[src/hdl/lhcsr_regs.vh]
/*
  Offsets, field positions, reset values and timing counts of the LAN host
  control/status register front end.
  Assumes a 40 MHz reference clock and a byte-addressed register port.
*/
`ifndef LHCSR_REGS_VH
`define LHCSR_REGS_VH

// ----------------------------------------------------------------------
// Register byte offsets
// ----------------------------------------------------------------------
`define LHCSR_OFS_SYSCTL 6'h00
`define LHCSR_OFS_GPTR 6'h04
`define LHCSR_OFS_PORT 6'h08
`define LHCSR_OFS_MGMT 6'h10
`define LHCSR_OFS_RXCNT 6'h14

// ----------------------------------------------------------------------
// Status word fields
// ----------------------------------------------------------------------
`define LHCSR_ST_CX 15
`define LHCSR_ST_RXFRAME 14
`define LHCSR_ST_CUIDLE 13
`define LHCSR_ST_RXSTOP 12
`define LHCSR_ST_PHYMG 11
`define LHCSR_ST_SOFT 10
`define LHCSR_ST_PAUSE 8
`define LHCSR_FLAGS_RST 6'h00

// ----------------------------------------------------------------------
// Command word fields
// ----------------------------------------------------------------------
`define LHCSR_CMD_SI 25
`define LHCSR_CMD_M 24
`define LHCSR_MASK_RST 6'h00
`define LHCSR_GMASK_RST 1'b1

// ----------------------------------------------------------------------
// Unit state codes and PORT selectors
// ----------------------------------------------------------------------
`define LHCSR_CUS_ACTIVE 2'h2
`define LHCSR_RXS_READY 4'h4
`define LHCSR_PORT_SWRST 4'h0
`define LHCSR_PORT_SELFTEST 4'h1
`define LHCSR_PORT_SELRST 4'h2
`define LHCSR_PORT_DUMP 4'h3

// ----------------------------------------------------------------------
// Management control fields and timing
// ----------------------------------------------------------------------
`define LHCSR_MG_IE 29
`define LHCSR_MG_RDY 28
`define LHCSR_OP_WRITE 2'h1
`define LHCSR_OP_READ 2'h2
`define LHCSR_CLK_PERIOD_NS 25
`define LHCSR_MDC_MIN_PERIOD_NS 400
`define LHCSR_MDC_HALF ((`LHCSR_MDC_MIN_PERIOD_NS / 2 + `LHCSR_CLK_PERIOD_NS - 1) / `LHCSR_CLK_PERIOD_NS)
`define LHCSR_FRAME_BITS 64
`define LHCSR_RD_TURN_BIT 46

`endif

[src/hdl/lhcsr_top.v]
/*
  Host control/status register front end of the LAN function: status and
  command words, general pointer, PORT function, PHY management control and
  the receive DMA byte count.
  Assumes a single-cycle register port on i_ref_clk and a core that reports
  unit events as one-cycle pulses on the same clock.
*/
`timescale 1ns/1ps
`include "lhcsr_regs.vh"

// Functional notes
// - Set CX on interrupting command completion
// - Set frame flag when reception completes
// - Set idle flag when command unit stops
// - Set stop flag when receiver leaves ready
// - Set management flag per cycle end
// - Set soft flag on software request
// - Status bit 8 shows pause indication
// - Unit states in status; reserved bits zero
// - Specific mask bits block matching interrupts
// - Writing SI one raises interrupt
// - Global mask overrides all LAN interrupt sources
// - Unit command fields passed to units
// - General pointer accompanies unit commands
// - PORT low nibble selects function
// - Management enable gates end-of-cycle interrupt
// - Ready set on completion, cleared by command
// - Opcode 01 writes, 10 reads PHY
// - PHY and register address fields
// - Data shifted out or in serially
// - Count receive bytes moved by DMA
// - LAN and modem share interrupt pin
module lhcsr_top (
  input wire i_ref_clk,
  input wire i_rst_n,
  input wire i_wr_en,
  input wire i_rd_en,
  input wire [5:0] i_addr,
  input wire [31:0] i_wdata,
  input wire [3:0] i_be,
  output reg [31:0] o_rdata,
  output reg o_rd_valid,
  input wire i_cu_cmd_irq_done,
  input wire i_rx_frame_done,
  input wire [1:0] i_cu_state,
  input wire [3:0] i_rx_state,
  input wire i_pause,
  input wire i_cmd_taken,
  output reg [3:0] o_cu_cmd,
  output reg [3:0] o_rx_cmd,
  output reg o_unit_cmd_strobe,
  output reg [31:0] o_gen_ptr,
  input wire i_rx_dma_valid,
  input wire [2:0] i_rx_dma_bytes,
  output reg o_port_soft_reset,
  output reg o_port_self_test,
  output reg o_port_sel_reset,
  output reg o_port_dump,
  output reg [27:0] o_port_arg,
  input wire i_modem_irq,
  output wire o_int_line_o,
  output wire o_int_line_oe,
  output wire o_lan_irq,
  output wire o_mdc,
  input wire i_mdio_i,
  output wire o_mdio_o,
  output wire o_mdio_oe
);

  // ----------------------------------------------------------------------
  // Decode helpers
  // ----------------------------------------------------------------------
  function hit;
    input [5:0] addr;
    input [5:0] ofs;
    begin
      hit = (addr[5:2] == ofs[5:2]);
    end
  endfunction

  function [31:0] merge;
    input [31:0] old;
    input [31:0] wd;
    input [3:0] be;
    integer k;
    begin
      merge = old;
      for (k = 0; k < 4; k = k + 1) begin
        if (be[k]) begin
          merge[k*8 +: 8] = wd[k*8 +: 8];
        end
      end
    end
  endfunction

  wire wr_sysctl = i_wr_en & hit(i_addr, `LHCSR_OFS_SYSCTL);
  wire wr_gptr = i_wr_en & hit(i_addr, `LHCSR_OFS_GPTR);
  wire wr_port = i_wr_en & hit(i_addr, `LHCSR_OFS_PORT);
  wire wr_mgmt = i_wr_en & hit(i_addr, `LHCSR_OFS_MGMT);

  // ----------------------------------------------------------------------
  // Event detection
  // ----------------------------------------------------------------------
  reg [1:0] cu_state_q_r;
  reg [3:0] rx_state_q_r;
  wire mg_done;

  wire cu_idle_evt = (cu_state_q_r == `LHCSR_CUS_ACTIVE) &
                     (i_cu_state != `LHCSR_CUS_ACTIVE);
  wire rx_stop_evt = (rx_state_q_r == `LHCSR_RXS_READY) &
                     (i_rx_state != `LHCSR_RXS_READY);
  wire soft_evt = wr_sysctl & i_be[3] & i_wdata[`LHCSR_CMD_SI];

  // Event flags, status bits 15 down to 10
  wire [5:0] flag_set = {i_cu_cmd_irq_done,
                         i_rx_frame_done,
                         cu_idle_evt,
                         rx_stop_evt,
                         mg_done,
                         soft_evt};
  wire [5:0] flag_clr = (wr_sysctl & i_be[1]) ? i_wdata[`LHCSR_ST_CX:`LHCSR_ST_SOFT] : 6'h00;

  reg [5:0] flags_r;
  reg [5:0] flags_nxt;

  always @* begin
    // A set in the same cycle as the acknowledge wins
    flags_nxt = (flags_r & ~flag_clr) | flag_set;
  end

  always @(posedge i_ref_clk) begin
    if (!i_rst_n) begin
      flags_r <= `LHCSR_FLAGS_RST;
      cu_state_q_r <= 2'h0;
      rx_state_q_r <= 4'h0;
    end else begin
      flags_r <= flags_nxt;
      cu_state_q_r <= i_cu_state;
      rx_state_q_r <= i_rx_state;
    end
  end

  // ----------------------------------------------------------------------
  // Command word, general pointer
  // ----------------------------------------------------------------------
  reg [5:0] evt_mask_r;
  reg gmask_r;

  always @(posedge i_ref_clk) begin
    if (!i_rst_n) begin
      evt_mask_r <= `LHCSR_MASK_RST;
      gmask_r <= `LHCSR_GMASK_RST;
      o_cu_cmd <= 4'h0;
      o_rx_cmd <= 4'h0;
      o_unit_cmd_strobe <= 1'b0;
      o_gen_ptr <= 32'h00000000;
    end else begin
      o_unit_cmd_strobe <= 1'b0;
      if (wr_sysctl & i_be[3]) begin
        evt_mask_r <= i_wdata[31:26];
        gmask_r <= i_wdata[`LHCSR_CMD_M];
      end
      if (wr_sysctl & i_be[2]) begin
        // Fields stay until the units accept them; a new write wins
        o_cu_cmd <= i_wdata[23:20];
        o_rx_cmd <= i_wdata[19:16];
        o_unit_cmd_strobe <= 1'b1;
      end else if (i_cmd_taken) begin
        o_cu_cmd <= 4'h0;
        o_rx_cmd <= 4'h0;
      end
      if (wr_gptr) begin
        o_gen_ptr <= merge(o_gen_ptr, i_wdata, i_be);
      end
    end
  end

  // ----------------------------------------------------------------------
  // PORT function
  // ----------------------------------------------------------------------
  function is_sel;
    input [3:0] sel;
    input [3:0] code;
    begin
      is_sel = (sel == code);
    end
  endfunction

  // Only a full word write launches a function, so arg and selector agree
  wire port_go = wr_port & (i_be == 4'hf);

  always @(posedge i_ref_clk) begin
    if (!i_rst_n) begin
      o_port_soft_reset <= 1'b0;
      o_port_self_test <= 1'b0;
      o_port_sel_reset <= 1'b0;
      o_port_dump <= 1'b0;
      o_port_arg <= 28'h0000000;
    end else begin
      o_port_soft_reset <= port_go & is_sel(i_wdata[3:0], `LHCSR_PORT_SWRST);
      o_port_self_test <= port_go & is_sel(i_wdata[3:0], `LHCSR_PORT_SELFTEST);
      o_port_sel_reset <= port_go & is_sel(i_wdata[3:0], `LHCSR_PORT_SELRST);
      o_port_dump <= port_go & is_sel(i_wdata[3:0], `LHCSR_PORT_DUMP);
      if (port_go) begin
        o_port_arg <= i_wdata[31:4];
      end
    end
  end

  // ----------------------------------------------------------------------
  // PHY management control
  // ----------------------------------------------------------------------
  reg mg_ie_r;
  reg mg_rdy_r;
  reg [1:0] mg_op_r;
  reg [4:0] mg_phy_r;
  reg [4:0] mg_reg_r;
  reg [15:0] mg_data_r;
  reg mg_start_r;
  wire mg_busy;
  wire [15:0] mg_rdata;
  wire mdio_sync;

  wire mg_op_ok = (i_wdata[27:26] == `LHCSR_OP_WRITE) |
                  (i_wdata[27:26] == `LHCSR_OP_READ);
  // Writes during a transfer, done cycle included, are dropped
  wire mg_take = wr_mgmt & (i_be == 4'hf) & ~mg_busy & ~mg_start_r & ~mg_done;

  always @(posedge i_ref_clk) begin
    if (!i_rst_n) begin
      mg_ie_r <= 1'b0;
      mg_rdy_r <= 1'b0;
      mg_op_r <= 2'h0;
      mg_phy_r <= 5'h00;
      mg_reg_r <= 5'h00;
      mg_data_r <= 16'h0000;
      mg_start_r <= 1'b0;
    end else begin
      mg_start_r <= mg_take & mg_op_ok;
      if (mg_take) begin
        mg_ie_r <= i_wdata[`LHCSR_MG_IE];
        mg_rdy_r <= 1'b0;
        mg_op_r <= i_wdata[27:26];
        mg_phy_r <= i_wdata[25:21];
        mg_reg_r <= i_wdata[20:16];
        mg_data_r <= i_wdata[15:0];
      end else if (mg_done) begin
        mg_rdy_r <= 1'b1;
        if (mg_op_r == `LHCSR_OP_READ) begin
          mg_data_r <= mg_rdata;
        end
      end
    end
  end

  lhcsr_sync #(
    .W(1)
  ) u_mdio_sync (
    .i_ref_clk(i_ref_clk),
    .i_rst_n(i_rst_n),
    .i_async(i_mdio_i),
    .o_sync(mdio_sync)
  );

  lhcsr_mgmt u_mgmt (
    .i_ref_clk(i_ref_clk),
    .i_rst_n(i_rst_n),
    .i_start(mg_start_r),
    .i_op(mg_op_r),
    .i_phy_addr(mg_phy_r),
    .i_reg_addr(mg_reg_r),
    .i_wdata(mg_data_r),
    .i_mdio_sync(mdio_sync),
    .o_busy(mg_busy),
    .o_done(mg_done),
    .o_rdata(mg_rdata),
    .o_mdc(o_mdc),
    .o_mdio_o(o_mdio_o),
    .o_mdio_oe(o_mdio_oe)
  );

  // ----------------------------------------------------------------------
  // Receive DMA byte count
  // ----------------------------------------------------------------------
  reg [31:0] rx_cnt_r;

  always @(posedge i_ref_clk) begin
    if (!i_rst_n) begin
      rx_cnt_r <= 32'h00000000;
    end else if (i_rx_dma_valid) begin
      rx_cnt_r <= rx_cnt_r + {29'h0, i_rx_dma_bytes};
    end
  end

  // ----------------------------------------------------------------------
  // Interrupt
  // ----------------------------------------------------------------------
  // Management flag only interrupts when its own enable is set
  wire [5:0] irq_src = flags_r & ~evt_mask_r &
                       {4'hf, mg_ie_r, 1'b1};
  assign o_lan_irq = (|irq_src) & ~gmask_r;
  // Open-drain shared line: only ever pulled low
  assign o_int_line_o = 1'b0;
  assign o_int_line_oe = o_lan_irq | i_modem_irq;

  // ----------------------------------------------------------------------
  // Read path
  // ----------------------------------------------------------------------
  wire [15:0] status_word = {flags_r, 1'b0, i_pause, i_cu_state,
                             i_rx_state, 2'b00};
  wire [15:0] command_word = {evt_mask_r, 1'b0, gmask_r, o_cu_cmd, o_rx_cmd};
  wire [31:0] mgmt_word = {2'b00, mg_ie_r, mg_rdy_r, mg_op_r, mg_phy_r,
                           mg_reg_r, mg_data_r};

  reg [31:0] rd_mux;

  always @* begin
    rd_mux = 32'h00000000;
    if (hit(i_addr, `LHCSR_OFS_SYSCTL)) begin
      rd_mux = {command_word, status_word};
    end else if (hit(i_addr, `LHCSR_OFS_GPTR)) begin
      rd_mux = o_gen_ptr;
    end else if (hit(i_addr, `LHCSR_OFS_MGMT)) begin
      rd_mux = mgmt_word;
    end else if (hit(i_addr, `LHCSR_OFS_RXCNT)) begin
      rd_mux = rx_cnt_r;
    end
  end

  always @(posedge i_ref_clk) begin
    if (!i_rst_n) begin
      o_rdata <= 32'h00000000;
      o_rd_valid <= 1'b0;
    end else begin
      o_rd_valid <= i_rd_en;
      if (i_rd_en) begin
        o_rdata <= rd_mux;
      end
    end
  end

endmodule

[src/hdl/lhcsr_sync.v]
/*
  Two-flop synchroniser for a bus of independent level inputs.
  Assumes each bit is a slow level; no word coherence is promised.
*/
`timescale 1ns/1ps
module lhcsr_sync #(
  parameter W = 1
) (
  input wire i_ref_clk,
  input wire i_rst_n,
  input wire [W-1:0] i_async,
  output wire [W-1:0] o_sync
);
  genvar g;
  generate
    for (g = 0; g < W; g = g + 1) begin : g_bit
      reg meta_r;
      reg sync_r;
      always @(posedge i_ref_clk) begin
        if (!i_rst_n) begin
          meta_r <= 1'b0;
          sync_r <= 1'b0;
        end else begin
          meta_r <= i_async[g];
          sync_r <= meta_r;
        end
      end
      assign o_sync[g] = sync_r;
    end
  endgenerate
endmodule

[src/hdl/lhcsr_mgmt.v]
/*
  Serial PHY management engine: one 64-bit frame per start pulse.
  Assumes the data input is already synchronised to i_ref_clk.
*/
`timescale 1ns/1ps
`include "lhcsr_regs.vh"
module lhcsr_mgmt (
  input wire i_ref_clk,
  input wire i_rst_n,
  input wire i_start,
  input wire [1:0] i_op,
  input wire [4:0] i_phy_addr,
  input wire [4:0] i_reg_addr,
  input wire [15:0] i_wdata,
  input wire i_mdio_sync,
  output wire o_busy,
  output reg o_done,
  output reg [15:0] o_rdata,
  output reg o_mdc,
  output wire o_mdio_o,
  output wire o_mdio_oe
);
  localparam ST_IDLE = 2'b01;
  localparam ST_RUN = 2'b10;
  localparam [31:0] HALF_FULL = `LHCSR_MDC_HALF - 1;
  localparam [31:0] LAST_FULL = `LHCSR_FRAME_BITS - 1;
  localparam [31:0] TURN_FULL = `LHCSR_RD_TURN_BIT;
  localparam [3:0] HALF_LAST = HALF_FULL[3:0];
  localparam [5:0] LAST_BIT = LAST_FULL[5:0];
  localparam [5:0] TURN_BIT = TURN_FULL[5:0];

  reg [1:0] state_r;
  reg [3:0] half_r;
  reg [5:0] bit_r;
  reg [63:0] sh_r;
  reg is_read_r;

  assign o_busy = state_r[1];
  assign o_mdio_o = sh_r[63];
  // Read frames release the line from the turnaround onward
  assign o_mdio_oe = o_busy & (~is_read_r | (bit_r < TURN_BIT));

  always @(posedge i_ref_clk) begin
    if (!i_rst_n) begin
      state_r <= ST_IDLE;
      half_r <= 4'h0;
      bit_r <= 6'h00;
      sh_r <= 64'h0;
      is_read_r <= 1'b0;
      o_done <= 1'b0;
      o_rdata <= 16'h0000;
      o_mdc <= 1'b0;
    end else begin
      o_done <= 1'b0;
      case (state_r)
        ST_IDLE: begin
          if (i_start) begin
            sh_r <= {32'hffffffff, 2'b01, i_op, i_phy_addr, i_reg_addr, 2'b10, i_wdata};
            is_read_r <= (i_op == `LHCSR_OP_READ);
            bit_r <= 6'h00;
            half_r <= 4'h0;
            o_mdc <= 1'b0;
            state_r <= ST_RUN;
          end
        end
        ST_RUN: begin
          if (half_r == HALF_LAST) begin
            half_r <= 4'h0;
            o_mdc <= ~o_mdc;
            if (!o_mdc) begin
              // Rising edge: last sixteen samples form the read data
              o_rdata <= {o_rdata[14:0], i_mdio_sync};
            end else if (bit_r == LAST_BIT) begin
              o_done <= 1'b1;
              state_r <= ST_IDLE;
            end else begin
              bit_r <= bit_r + 6'h01;
              sh_r <= {sh_r[62:0], 1'b1};
            end
          end else begin
            half_r <= half_r + 4'h1;
          end
        end
        default: state_r <= ST_IDLE;
      endcase
    end
  end
endmodule

[config.mk]
export PLATFORM = sky130hd
export DESIGN_NAME = lhcsr_top
export DESIGN_NICKNAME = d
export VERILOG_FILES = /design/src/hdl/lhcsr_top.v /design/src/hdl/lhcsr_sync.v /design/src/hdl/lhcsr_mgmt.v
export VERILOG_INCLUDE_DIRS = /design/src /design/src/hdl
export SDC_FILE = /design/constraint.sdc
export NUM_CORES = 1
export LEC_CHECK = 0
export ABC_AREA = 0
export BUFFER_PORTS_ARGS = -buffer_cell sky130_fd_sc_hd__buf_2
export CAP_MARGIN = 20
export CORE_ASPECT_RATIO = 1.1
export CORE_UTILIZATION = 50
export DETAILED_ROUTE_END_ITERATION = 16
export PLACE_DENSITY_LB_ADDON = 0.1
export SYNTH_ARGS = -nofsm -noshare
export SYNTH_HDL_FRONTEND = slang
export SYNTH_SLANG_ARGS = --single-unit
[constraint.sdc]
create_clock -name i_ref_clk -period 3.1 [get_ports i_ref_clk]
set_input_delay 0.31 -clock i_ref_clk [delete_from_list [all_inputs] [get_ports i_ref_clk]]
set_output_delay 0.31 -clock i_ref_clk [all_outputs]
set_load 0.02 [all_outputs]
==> Word level (Yosys, flattened, before mapping) <==
Index checks and enable logic that the tools add are counted.
W data, S select, Z words.
{ "classes": {"n_reduce_logical": 20, "mux": 34, "addsub": 3, "n_lt_le_gt_ge": 1, "bitwise": 38, "eq_ne": 24} }
{ "op_table": {"columns": ["cell", "count"], "rows": [
  ["$mux W64", 4],
  ["$mux W32", 4],
  ["$pmux W64 S2", 1],
  ["$mux W16", 3],
  ["$add A32 B3 Y32", 1],
  ["$mux W6", 5],
  ["$and A1 B1 Y1", 22],
  ["$mux W4", 5],
  ["$and A6 B6 Y6", 3],
  ["$eq A4 B3 Y1 const B", 4],
  ["$reduce_and A2 Y1", 7],
  ["$eq A4 B2 Y1 const B", 3],
  ["$not A6 Y6", 2],
  ["$pmux W6 S2", 1],
  ["$eq A2 B2 Y1 const B", 4],
  ["$eq A4 B1 Y1 const B", 2],
  ["$logic_not A4 Y1", 2],
  ["$mux W2", 4],
  ["$pmux W4 S2", 1],
  ["$reduce_and A4 Y1", 2],
  ["$reduce_bool A2 Y1", 4],
  ["$not A1 Y1", 7],
  ["$add A6 B1 Y6 const B", 1],
  ["$eq A6 B6 Y1 const B", 1],
  ["16 further kinds", 27]
]} }
{ "word_totals": {"elab_cells": 157, "regBits": 285, "in_bits": 62, "out_inout_bits": 112} }

==> Logic depth before layout (Yosys ltp) <==
{ "depth": {"word_depth": 8, "depth_mapped": 8, "ltp_nobuf": 6} }

==> Cells and area by module <==
A second synthesis with hierarchy kept.
{ "unflattened": {"hier_cells": 1236, "hier_area_um2": 11683.7} }
{ "by_module_without_submodules": {"columns": ["module", "cells_each", "seq_area_each_um2", "instances", "area_per_inst_um2"], "rows": [
  ["lhcsr_top", 856, 3763.6, 1, 7728.7],
  ["lhcsr_mgmt", 376, 1901.8, 1, 3902.5],
  ["lhcsr_sync", 4, 40.0, 1, 52.6]
]} }

==> Worst setup path before layout <==
No wires, ideal clock.
{ "synth_timing": {"path_type": "in2reg", "startpoint": "input port i_rx_dma_bytes[0]", "endpoint": "register rx_cnt_r[4]", "arrival_ns": 1.762, "path_slack_ns": 1.210, "path_stages": 7, "required_time_ns": 2.972, "n_path_buf": 1, "setup_time_ns": 0.128, "cell_sequence": "ha_1 > fa_1 > a21oi_1 > or2_2 > clkbuf_1 > xor2_1 > nor2_1"} }
{ "synth_via": {"elab_chain_cells": 1} }
{ "synth_rtl": {"columns": ["element", "line", "text"], "rows": [
  ["start: declaration", "lhcsr_top.v:54", "input wire [2:0] i_rx_dma_bytes,"],
  ["$add A32 B3 Y32", "lhcsr_top.v:291", "rx_cnt_r <= rx_cnt_r + {29'h0, i_rx_dma_bytes};"],
  ["end signal: assignment", "lhcsr_top.v:291", null],
  ["end: declaration", "lhcsr_top.v:285", "reg [31:0] rx_cnt_r;"]
]} }
No other way between the ends.
A chain may end at the register's enable or synchronous reset.

==> Worst setup path in the final report <==
{ "layout_timing": {"startpoint": "register evt_mask_r[5]", "endpoint": "output port o_int_line_oe"} }
{ "layout_via": {"elab_chain_cells": 6} }
{ "layout_rtl": {"columns": ["element", "line", "text"], "rows": [
  ["start: declaration", "lhcsr_top.v:146", "reg [5:0] evt_mask_r;"],
  ["start signal: assignment", "lhcsr_top.v:151", "evt_mask_r <= `LHCSR_MASK_RST;"],
  ["start signal: assignment", "lhcsr_top.v:160", "evt_mask_r <= i_wdata[31:26];"],
  ["$not A6 Y6", "lhcsr_top.v:299", "wire [5:0] irq_src = flags_r & ~evt_mask_r &"],
  ["$and A6 B6 Y6 (2 in series)", "lhcsr_top.v:299", null],
  ["$reduce_or A6 Y1", "lhcsr_top.v:301", "assign o_lan_irq = (|irq_src) & ~gmask_r;"],
  ["$and A1 B1 Y1", "lhcsr_top.v:301", null],
  ["$or A1 B1 Y1", "lhcsr_top.v:304", "assign o_int_line_oe = o_lan_irq | i_modem_irq;"],
  ["end: declaration", "lhcsr_top.v:62", "output wire o_int_line_oe,"]
]} }
No other way between the ends.

==> metrics.md <==
| Metric | Value |
|---|---|
| Status | `finished clean` |
| Slowest cell on crit path | `dfxtp_1` |
| CP Launch Type | `register` |
| Area grow syn2layout | `17.6%` |
| Fin nets | `1517` |
| Synth Register Bits | `285` |
| Adder-Cell Fraction of Synth Area | `0.684%` |
| DR WL/cell | `20.6 um` |
| Non-filler cells, final | `1773` |
| First-pass detailed-route iteration total | `5` |
| Layout cells sized above 1 | `22.1%` |
| Critical Path Sink Type | `output pin` |
| Avg Inst Size Synth | `9.17 um2` |
| Initial core utilization | `50.9%` |
| DRT antenna net count | `0` |
| Final period utilization | `74.1%` |
| Cts hold-fix bufs | `7` |
| CTS tree | `yes` |
| Routability cong. | `0.893` |
| Number of synthesized flops with an enable pin | `0` |
| Vias in the first global route | `9872` |
| Num ports | `174` |
| Power per Cell Area | `536 mW/mm2` |
| MaxCap Viol Count | `0` |
| GR Overflow Total | `0` |
| Leakage | `0.00554 uW` |
| Reg clk slew, reported paths | `0.06 ns` |
| Synth area leaders | `dfxtp_1 47%, a21oi_1 5.6%, mux2i_1 5.6%` |
| Commonest cells in the netlist | `285 x dfxtp_1, 134 x a21oi_1, 113 x nand2_1, 86 x clkbuf_1, 73 x o21ai_0` |
| Post-synth top area cell | `dfxtp_1` |
| Drt total wl | `36500 um` |
| Worst path max stage delay | `0.37 ns` |
| Largest family of logic cells by synthesized area | `compound AO/OA/AOI/OAI gates` |
| Hold Crit Depth | `2` |
| Maximum clock insertion buffer count | `3` |
| Placed cells | `1715` |
| Post-Synth XOR/XNOR Area | `0.726%` |
| Multi-input gate area | `0.00588 mm2` |
| WS Path Type | `reg -> out` |
| Cell Area, Synth | `0.0121 mm2` |
| Row count | `59` |
| Reg-to-reg slack, setup | `0.88 ns` |
| Die ar. | `0.0248 mm2` |
| Slew @ Worst Pin | `0.884 ns` |
| Cell with the most instances after synthesis | `dfxtp_1` |
| WHS Endpoint | `rx_state_q_r[3]` |
| Compound-Gate Fraction of Synth Area | `23.5%` |
| Depth of the worst register-to-register path | `6` |
| Ant diodes | `0` |
| Largest net degree at the start of global routing | `66` |
| CP max FO | `3` |
| Syn Nets | `1384` |
| Arrival time worst endpoint | `1.99 ns` |
| Die height | `165 um` |
| Post-synthesis mux area share | `7.14%` |
| Hold Path Class | `in -> reg` |
| Rel. slew slack | `40.5%` |
| Crit-path cells | `inv_1, a222oi_1, a31oi_1, or2_2, buf_2` |
| Synth cell types | `66` |
| DRT iter0 DRCs | `997` |
| Peak supply drop | `0.491 mV` |
| Post-DP HPWL | `25000 um` |
| Initial antenna violation count | `0` |
| Final Setup Violations | `0` |
| Reg area | `0.00571 mm2` |
| Root buffer cell | `clkbuf_16` |
| Die X | `150 um` |
| RSZ-0062 raised after global routing | `false` |
| Fin. max-slew vios | `0` |
| Post-cts resize count | `0` |
| DRC viols | `0` |
| Skew final | `0.0133 ns` |
| Synthesized instance count | `1316` |
| Via count | `10843` |
| H-tree depth | `1` |
| Final core utilization | `59.9%` |
| Share of the synthesized area in the top cell type | `47.3%` |
| Yosys warns | `0` |
| Synth Area in Simple Gates | `16.3%` |
| GRT Total Usage | `29.1%` |
| FMAX | `0.435 GHz` |
| Sequential fraction of the synthesis area | `47.3%` |
| Crit path required time | `2.79 ns` |
| FF-to-FF End | `rx_cnt_r[28]` |
| Total negative slack | `0 ns` |
| Commonest register cell after synthesis | `dfxtp_1` |
| Buffers on Ports | `170` |
| Core ar. | `0.0237 mm2` |
| Fin crit period | `2.30 ns` |
| Filler instances | `2063` |
| Post CTS Setup Buffer Count | `0` |
| Avg Vias per Cell | `6.12` |
| Worst-Skew Late Latency | `0.55 ns` |
| Reg2reg start | `rx_cnt_r[0]` |
| CTS Buf Count | `30` |
| Hold_sp | `i_rx_state[3]` |
| Global-route wire length before repair | `55800 um` |
| CTS Sinks | `285` |
| Final-report hold violation count | `0` |
| FFs w/ async S/R, synth | `0%` |
[where the power goes]
part           internal (uW)  switching [uW]  total [uW]  leakage, uW
logic                    131             294         425      0.00276
clock network           2010            1450        3460     0.000472
registers               3700            22.5        3720      0.00230
[layout make-up]
| type | instances | area share (%) |
|---|---|---|
| Clock buffer | 43 | 6.13 |
| Clock inverter | 8 | 0.538 |
| Inverter | 18 | 0.511 |
| Multi-Input combinational cell | 900 | 41.4 |
| Sequential cell | 285 | 40.2 |
| Tap cell | 305 | 2.69 |
| Timing Repair Buffer | 214 | 8.53 |
[routing by layer]
layer / up-vias / GRT usage (%) / routed length, um / share of wire, %
met5: - / 0 / 0 / 0
met4: 0 / 12.1 / 1450 / 4.0
met3: 80 / 4.94 / 2840 / 7.8
met2: 430 / 44.8 / 16500 / 45
met1: 5191 / 40.2 / 15600 / 43
li1: 5142 / - / - / -
[kinds of logic (layout without fill, tap and decap cells)]
kind of cell             count (synthesis)  count (layout)
AO/OA/AOI/OAI                          420             420
AND/OR/NAND/NOR                        379             379
flip-flops                             285             285
buffers and inverters                  131             283
multiplexers                            84              84
XOR/XNOR                                10              10
adder cells (fa/ha/maj)                  6               6
other                                    1               1
[worst max-delay path, delay by kind of cell (launching register included)]
family,cells,cell delay (ns)
AOI/OAI and AO/OA,2,0.52
buffers and inverters,2,0.23
DFF,1,0.37
and+or+nand+nor,1,0.31
[sequential cells by signal, summed over array words and instances (netlist names), 16 cells and up]
name / count
mg_data_r: 16
o_gen_ptr: 32
o_port_arg: 28
o_rdata: 32
rx_cnt_r: 32
u_mgmt.o_rdata: 16
u_mgmt.sh_r: 64
[metrics by stage]
step	cell area [um2]	hold WS (ns)	total power, uW	setup slack, ns
floorplan	12100	0.388	4020	1.21
global placement	13200	0.418	4210	0.880
detailed placement	13200	0.422	4210	0.812
CTS	14200	0.00185	7660	0.806
global route	14200	0.00930	7850	0.712
finish	14200	0.0165	7610	0.803
[how the worst max path moves through the flow]
stage	startpoint	endpoint	slack [ns]	depth (start not counted)
after global routing	rx_cnt_r[0]	rx_cnt_r[26]	0.71	6
after detailed placement	i_addr[4]	flags_r[4]	0.81	5
after CTS	evt_mask_r[5]	o_int_line_oe	0.81	5
after floorplan	i_rx_dma_bytes[0]	rx_cnt_r[4]	1.21	7
after global placement	i_addr[4]	flags_r[2]	0.88	5
final	evt_mask_r[5]	o_int_line_oe	0.80	5
[cells in the final DEF, fill, tap and decap left out, types with 30 or more instances in the layout]
master,instances
dfxtp_1,285
buf_2,170
a21oi_1,133
nand2_1,113
o21ai_0,73
nor2_1,69
mux2i_1,67
buf_4,36
nand3_1,35
o221a_2,35
a22o_1,34
clkbuf_16,30
Power figures use the tool's default switching activity.
